--- src/common/aux_ctrl_pkg.sv ---
// constants and carriers for the sync and auxiliary control registers
package aux_ctrl_pkg;
   localparam logic [12:0] SYNC_CONTROL_ADDR = 13'h0100;
   localparam logic [12:0] USER_AUX_CONTROL_ADDR = 13'h0101;
   localparam logic [7:0] SYNC_CONTROL_RST = 8'h01;
   localparam logic [7:0] USER_AUX_CONTROL_RST = 8'h88;
   localparam int MASTER_SYNC_BIT = 0;
   localparam int DIV_SYNC_EN_BIT = 1;
   localparam int NEXT_SYNC_ONLY_BIT = 2;
   localparam int PULLDOWN_DIS_BIT = 0;
   localparam int FORCE_OSC_BIT = 2;
   localparam int DETECT_EN_BIT = 3;
   localparam int OE_PIN_EN_BIT = 7;
   // low-rate threshold, in encode cycles per microsecond
   localparam int LOW_RATE_MSPS = 5;
   localparam int WINDOW_NS = 1000;
   localparam int CLK_PERIOD_NS = 10;
   localparam int WINDOW_CYCLES = WINDOW_NS / CLK_PERIOD_NS;
   localparam logic [6:0] WINDOW_LAST = 7'(WINDOW_CYCLES - 1);
   localparam logic [3:0] LOW_RATE_COUNT = 4'(LOW_RATE_MSPS);

   typedef struct packed {
      logic we;
      logic re;
      logic [12:0] addr;
      logic [7:0] wdata;
   } reg_req_t;

   typedef struct packed {
      logic [7:0] sync_control_r;
      logic [7:0] user_aux_control_r;
      logic [7:0] rdata_r;
      logic [1:0] sync_pin_r;
      logic sync_prev_r;
      logic [1:0] enc_pin_r;
      logic enc_prev_r;
      logic [6:0] win_cnt_r;
      logic [3:0] edge_cnt_r;
      logic low_rate_r;
      logic div_resync_r;
      logic [1:0] oe_pin_r;
   } aux_state_t;
endpackage

--- src/hdl/adc_sync_and_aux_control_regs.sv ---
// sync control and user auxiliary control registers with their effects
`timescale 1ns/1ps
`default_nettype none
module adc_sync_and_aux_control_regs
   import aux_ctrl_pkg::*;
(
   input wire logic clk_sys_i,
   input wire logic srst_i,
   input wire reg_req_t req_i,
   output logic [7:0] rdata_o,
   input wire logic sync_pin_i,
   input wire logic encode_clk_pin_i,
   input wire logic output_enable_bar_pin_i,
   output logic div_resync_o,
   output logic outputs_enabled_o,
   output logic low_rate_o,
   output logic low_rate_fallback_oscillator_run_o,
   output logic sdio_pulldown_en_o
);
   aux_state_t s_r;
   aux_state_t s_nxt;
   logic sync_rise;
   logic enc_rise;
   logic window_end;
   logic detect_en_nxt;

   // write strobe aimed at one register
   function automatic logic write_hit(input reg_req_t r, input logic [12:0] a);
      logic hit;
      hit = r.we && (r.addr == a);
      return hit;
   endfunction

   // shift a pin sample into its two-stage synchroniser
   function automatic logic [1:0] sync_shift(input logic [1:0] stages, input logic pin);
      logic [1:0] v;
      v = {stages[0], pin};
      return v;
   endfunction

   // rising edge of a synchronised pin against its delayed copy
   function automatic logic rise(input logic now, input logic prev);
      logic r;
      r = now & ~prev;
      return r;
   endfunction

   // reserved sync bits read back as zero
   function automatic logic [7:0] sync_mask(input logic [7:0] d);
      logic [7:0] m;
      m = {5'h00, d[2:0]};
      return m;
   endfunction

   // reserved aux bits read back as zero
   function automatic logic [7:0] aux_mask(input logic [7:0] d);
      logic [7:0] m;
      m = d & 8'h8D;
      return m;
   endfunction

   // both enables high before a pulse may reach the divider
   function automatic logic sync_armed(input logic [7:0] ctrl);
      logic armed;
      armed = ctrl[MASTER_SYNC_BIT] & ctrl[DIV_SYNC_EN_BIT];
      return armed;
   endfunction

   // one-shot sync mode selected
   function automatic logic one_shot(input logic [7:0] ctrl);
      logic os;
      os = ctrl[NEXT_SYNC_ONLY_BIT];
      return os;
   endfunction

   // too few encode edges in one window
   function automatic logic rate_low(input logic [3:0] cnt);
      logic low;
      low = (cnt < LOW_RATE_COUNT);
      return low;
   endfunction

   // read mux, unmapped addresses return zero
   function automatic logic [7:0] read_value(input logic [12:0] a, input logic [7:0] sc, input logic [7:0] ac);
      logic [7:0] v;
      unique case (a)
         SYNC_CONTROL_ADDR: v = sc;
         USER_AUX_CONTROL_ADDR: v = ac;
         default: v = 8'h00;
      endcase
      return v;
   endfunction

   // pin high disables outputs only while the pin function is on
   function automatic logic oe_level(input logic [7:0] ac, input logic pin);
      logic en;
      en = ~(ac[OE_PIN_EN_BIT] & pin);
      return en;
   endfunction

   // forced run overrides the detector
   function automatic logic osc_run(input logic [7:0] ac, input logic low);
      logic run;
      run = ac[FORCE_OSC_BIT] | low;
      return run;
   endfunction

   always_comb begin
      s_nxt = s_r;
      sync_rise = rise(s_r.sync_pin_r[1], s_r.sync_prev_r);
      enc_rise = rise(s_r.enc_pin_r[1], s_r.enc_prev_r);
      window_end = (s_r.win_cnt_r == WINDOW_LAST);

      // two-stage pin synchronisers, one more stage for edges
      s_nxt.sync_pin_r = sync_shift(s_r.sync_pin_r, sync_pin_i);
      s_nxt.sync_prev_r = s_r.sync_pin_r[1];
      s_nxt.enc_pin_r = sync_shift(s_r.enc_pin_r, encode_clk_pin_i);
      s_nxt.enc_prev_r = s_r.enc_pin_r[1];
      s_nxt.oe_pin_r = sync_shift(s_r.oe_pin_r, output_enable_bar_pin_i);

      // register writes
      if (write_hit(req_i, SYNC_CONTROL_ADDR)) begin
         s_nxt.sync_control_r = sync_mask(req_i.wdata);
      end
      if (write_hit(req_i, USER_AUX_CONTROL_ADDR)) begin
         s_nxt.user_aux_control_r = aux_mask(req_i.wdata);
      end
      detect_en_nxt = s_nxt.user_aux_control_r[DETECT_EN_BIT];

      // sync gating; one-shot clear follows the write so it wins
      s_nxt.div_resync_r = 1'b0;
      if (sync_rise && sync_armed(s_r.sync_control_r)) begin
         s_nxt.div_resync_r = 1'b1;
         if (one_shot(s_r.sync_control_r)) begin
            s_nxt.sync_control_r[DIV_SYNC_EN_BIT] = 1'b0;
         end
      end

      // low encode rate detector: count encode edges per window
      if (window_end) begin
         s_nxt.win_cnt_r = 7'h00;
         s_nxt.edge_cnt_r = 4'h0;
         s_nxt.low_rate_r = detect_en_nxt && rate_low(s_r.edge_cnt_r);
      end else begin
         s_nxt.win_cnt_r = s_r.win_cnt_r + 7'h01;
         if (enc_rise && s_r.edge_cnt_r != 4'hF) begin
            s_nxt.edge_cnt_r = s_r.edge_cnt_r + 4'h1;
         end
      end
      // flag drops on the same edge that clears the detect bit
      if (!detect_en_nxt) begin
         s_nxt.low_rate_r = 1'b0;
      end

      // register reads
      if (req_i.re) begin
         s_nxt.rdata_r = read_value(req_i.addr, s_r.sync_control_r, s_r.user_aux_control_r);
      end
   end

   always_ff @(posedge clk_sys_i) begin
      if (srst_i) begin
         s_r <= '0;
         s_r.sync_control_r <= SYNC_CONTROL_RST;
         s_r.user_aux_control_r <= USER_AUX_CONTROL_RST;
      end else begin
         s_r <= s_nxt;
      end
   end

   assign rdata_o = s_r.rdata_r;
   assign div_resync_o = s_r.div_resync_r;
   assign low_rate_o = s_r.low_rate_r;
   assign outputs_enabled_o = oe_level(s_r.user_aux_control_r, s_r.oe_pin_r[1]);
   assign low_rate_fallback_oscillator_run_o = osc_run(s_r.user_aux_control_r, s_r.low_rate_r);
   assign sdio_pulldown_en_o = ~s_r.user_aux_control_r[PULLDOWN_DIS_BIT];
endmodule
`default_nettype wire

--- config.mk ---
export PLATFORM = sky130hd
export DESIGN_NAME = adc_sync_and_aux_control_regs
export DESIGN_NICKNAME = d
export VERILOG_FILES = /design/src/common/aux_ctrl_pkg.sv /design/src/hdl/adc_sync_and_aux_control_regs.sv
export SDC_FILE = /design/constraint.sdc
export NUM_CORES = 1
export LEC_CHECK = 0
export ABC_AREA = 1
export BUFFER_PORTS_ARGS = -buffer_cell sky130_fd_sc_hd__buf_2
export CORE_MARGIN = 8
export CORE_UTILIZATION = 55
export CTS_BUF_LIST = sky130_fd_sc_hd__clkbuf_8
export DETAILED_ROUTE_END_ITERATION = 10
export PLACE_DENSITY = 0.86
export SLEW_MARGIN = 10
export SYNTH_ARGS = -nofsm -noshare
export SYNTH_HDL_FRONTEND = slang
export SYNTH_SLANG_ARGS = --single-unit
--- constraint.sdc ---
create_clock -name clk_sys_i -period 2.9 [get_ports clk_sys_i]
set_input_delay 0.435 -clock clk_sys_i [delete_from_list [all_inputs] [get_ports clk_sys_i]]
set_output_delay 0.435 -clock clk_sys_i [all_outputs]
set_load 0.03 [all_outputs]
==> Flow_metrics.wiki <==
{| class="wikitable"
! Metric !! Value
|-
| Worst-path fanout max || 3
|-
| Clock latency of the later-clocked register in the worst-skew pair || roughly 0.29 ns
|-
| Unrepaired setup endpoints after global routing || false
|-
| Skew final || 0.002988 ns
|-
| Pre-antenna DRT Iters || 4
|-
| Slack of the worst reg-to-reg path || approximately 1.6 ns
|-
| Number of flops mapped to enable cells by yosys || 0
|-
| Leading cell type by number of instances after synthesis || sky130_fd_sc_hd__nor2_1
|-
| TNS Setup || 0 ns
|-
| Worst hold path cell count || 3
|-
| GPL Wtd Cong || 0.7936
|-
| Min-delay src || output_enable_bar_pin_i
|-
| Number of library cell types mapped by synthesis || 27
|-
| Critical path type || reg2out
|-
| Top cell type's share of synthesized area || 0.4407
|-
| Mean post-synth cell area || 7.384 sq um
|-
| Post CTS Setup Buffer Count || 0
|-
| Setup violation total in the final timing report || 0
|-
| Grt total ovfl || 0
|-
| FF-to-FF path depth || 6
|-
| Leading post-synthesis cells by instance count || sky130_fd_sc_hd__nor2_1, sky130_fd_sc_hd__dfxtp_1, sky130_fd_sc_hd__inv_1
|-
| First-pass GRT wire length || 4.961 mm
|-
| Clock buffer depth || 2
|-
| Endpoint of the lowest-slack register-to-register path || s_r[7]$_SDFFE_PP0P_
|-
| DR DRC count || 0
|-
| Resized Gates After CTS || 0
|-
| Die Outline Area || around 0.0047 sq mm
|-
| Sequential cell area || approximately 660 sq um
|-
| Clock transition at the registers of the reported paths || ~0.07 ns
|-
| Total number of nets in the final design || 266
|-
| Period utilization || 0.5280
|-
| Upper clock frequency limit || around 0.65 GHz
|-
| Total global routing track utilization || 0.1416
|-
| Worst hold path endpoint || s_nxt[1]$_SDFF_PP0_
|-
| CTS H-tree lvls || 2
|-
| Pin count of the biggest net entering global routing || 15
|-
| Count of fill cells added during filler insertion || roughly 240
|-
| Vias in the first global route || approximately 1200
|-
| Area grow syn2layout || 15.28%
|-
| Final number of hold-violating endpoints || 0
|-
| Worst Hold Class || in2reg
|-
| WHS || around 0.34 ns
|-
| Rows || 19
|-
| Number of sinks driven by the clock tree || 33
|-
| Count of state elements after synthesis || 33
|-
| Library cell used as clock root buffer || sky130_fd_sc_hd__clkbuf_8
|-
| Total standard cell area after synthesis || ~0.0015 sq mm
|-
| Top flip-flop cell by instance count after synthesis || sky130_fd_sc_hd__dfxtp_1
|-
| Top-Level Pins || 41
|-
| TritonCTS clock tree || built
|-
| Sum of met2 wire segment lengths after detailed routing || about 1.4 mm
|-
| Max Used Layer || met4
|-
| Cell types occupying the most area after synthesis || sky130_fd_sc_hd__dfxtp_1, sky130_fd_sc_hd__nor2_1, sky130_fd_sc_hd__inv_1
|-
| Met3 layer wire length in the routed design || about 230 microns
|-
| Remaining antenna violation count || 0
|-
| Worst Setup Start Kind || register
|-
| Share of flip-flops with an asynchronous set or reset after synthesis || 0
|-
| Critical path capture point type || output port
|-
| Initial detailed-routing violation count || 48
|-
| Height of the die || approximately 68 microns
|-
| Proportion of synthesized chip area in sequential cells || 0.4407
|-
| Number of antenna violations at the first check in global routing || 0
|-
| Largest vdd supply drop || approximately 0.00048 V
|-
| Power per unit of standard cell area || between 500 and 600 mW/mm^2
|-
| Yosys warning total || 0
|-
| DR vias || 1284
|-
| Post-synth top area cell || sky130_fd_sc_hd__dfxtp_1
|-
| Ratio of cells with drive above 1 in the final layout || 0.2331
|-
| Final setup slack of the worst path || between 1 and 1.5 ns
|-
| Starting Density || 0.5630
|-
| Number of buffers inserted during clock tree synthesis || 5
|-
| Width of the chip || approximately 68 microns
|-
| Number of max-cap violations || 0
|-
| Final critical delay including setup and external delays || approximately 1.5 ns
|-
| Run status || finished clean
|-
| Data arrival, critical path || around 1.1 ns
|-
| Leakage power total || about 0.81 nW
|-
| Core area || approximately 0.0027 sq mm
|-
| Place WS || approximately 1.5 ns
|-
| Count of mapped cells out of synthesis || between 200 and 250
|-
| Combined area of the multi-input logic cells || about 640 sq um
|-
| Final wirelength || 2.991 mm
|-
| Inserted Diodes || 0
|-
| Post-CTS Hold Buffers || 0
|-
| Met1 routed wirelength after detailed routing || 1.305 mm
|-
| Count of input and output buffers || 34
|-
| Required time at the worst-slack endpoint || roughly 2.5 ns
|-
| Beginning of the worst register-to-register path || s_r[4]$_SDFFE_PP0P_
|-
| Final number of max-transition violations || 0
|-
| HPWL after DPL || 2.227 mm
|-
| Routed length per instance || around 11 microns
|-
| Average vias per placed instance || between 4 and 5
|}
critical path, stage by stage, from the launching register on:
cell and delay (ns):
sky130_fd_sc_hd__dfxtp_1 0.33, sky130_fd_sc_hd__or2_2 0.29, sky130_fd_sc_hd__buf_2 0.18
power by group:
part	leakage, nW	internal [W]	switching [W]
Clock	0.0364	0.000168	0.000178
Combinational	0.508	0.0000281	0.0000494
Sequential	0.269	0.000466	0.00000661
Total	0.814	0.000662	0.000234
cell families (layout without fill, tap and decap cells):
logic type | after synthesis | in the layout | synth area share
other | 1 | 3 | 0.002502
XOR/XNOR | 3 | 3 | 0.01753
adder cells (fa/ha/maj) | 3 | 3 | 0.02504
flip-flops | 33 | 33 | 0.4407
AND/OR/NAND/NOR | 105 | 105 | 0.3330
buffers and inverters | 45 | 76 | 0.1377
AO/OA/AOI/OAI | 13 | 13 | 0.04340
placed cells by master (no fill, tap or decap), types with 2 or more instances in the layout:
master                       count
sky130_fd_sc_hd__nor2_1         37
sky130_fd_sc_hd__clkinvlp_4      3
sky130_fd_sc_hd__o21ai_0         6
sky130_fd_sc_hd__clkbuf_8        5
sky130_fd_sc_hd__inv_1          32
sky130_fd_sc_hd__nand3_1        19
sky130_fd_sc_hd__nor2_2          4
sky130_fd_sc_hd__nand4_1         4
sky130_fd_sc_hd__ha_1            3
sky130_fd_sc_hd__nor2_4          3
sky130_fd_sc_hd__dfxtp_1        33
sky130_fd_sc_hd__xor2_1          2
sky130_fd_sc_hd__conb_1          3
sky130_fd_sc_hd__buf_2          34
sky130_fd_sc_hd__nand2_1        31
sky130_fd_sc_hd__a21oi_1         7
worst max path at each step:
stage                         start                                 end  slack, ns  depth (start not counted)
6_report       s_r[31]$_SDFFE_PP0P_  low_rate_fallback_oscillator_run_o       1.37                          2
5_1_grt        s_r[31]$_SDFFE_PP0P_  low_rate_fallback_oscillator_run_o       1.34                          2
4_1_cts        s_r[31]$_SDFFE_PP0P_  low_rate_fallback_oscillator_run_o       1.36                          2
3_5_place_dp              req_i[19]                  s_r[32]$_SDFF_PP1_       1.48                          7
3_3_place_gp              req_i[19]                  s_r[32]$_SDFF_PP1_       1.48                          7
2_1_floorplan             req_i[19]                  s_r[32]$_SDFF_PP1_       1.67                          7
per-stage QoR:
step	total power [W]	utilization	std cells	cell area, sq um
after floorplan	0.0005379	-	205	1506
after detailed placement	0.0005603	0.6147	259	1637
after global placement	0.0005580	0.6147	259	1637
after global routing	0.0009400	0.6490	267	1728
after CTS	0.0009044	0.6490	267	1728
final	0.0008959	0.6490	267	1728
area by class of cell:
class,count,area share
clock inverters,3,0.01303
well taps,31,0.02245
multi-input cells,127,0.3700
repair buffers,34,0.09848
flip-flops and latches,33,0.3823
inverters,34,0.07386
clock buffers,5,0.03983
registers in the layout, summed over array words and instances, names as in the netlist:
register      cells
low_rate_o        1
s_nxt             5
div_resync_o      1
rdata_o           5
s_r              21
routing by layer:
metal,vias to the layer above,track usage
li1,678,-
met1,578,0.1618
met4,0,0.04604
met5,-,0
met3,3,0.07692
met2,25,0.2216
No activity file was read; power rests on OpenSTA's default activity.
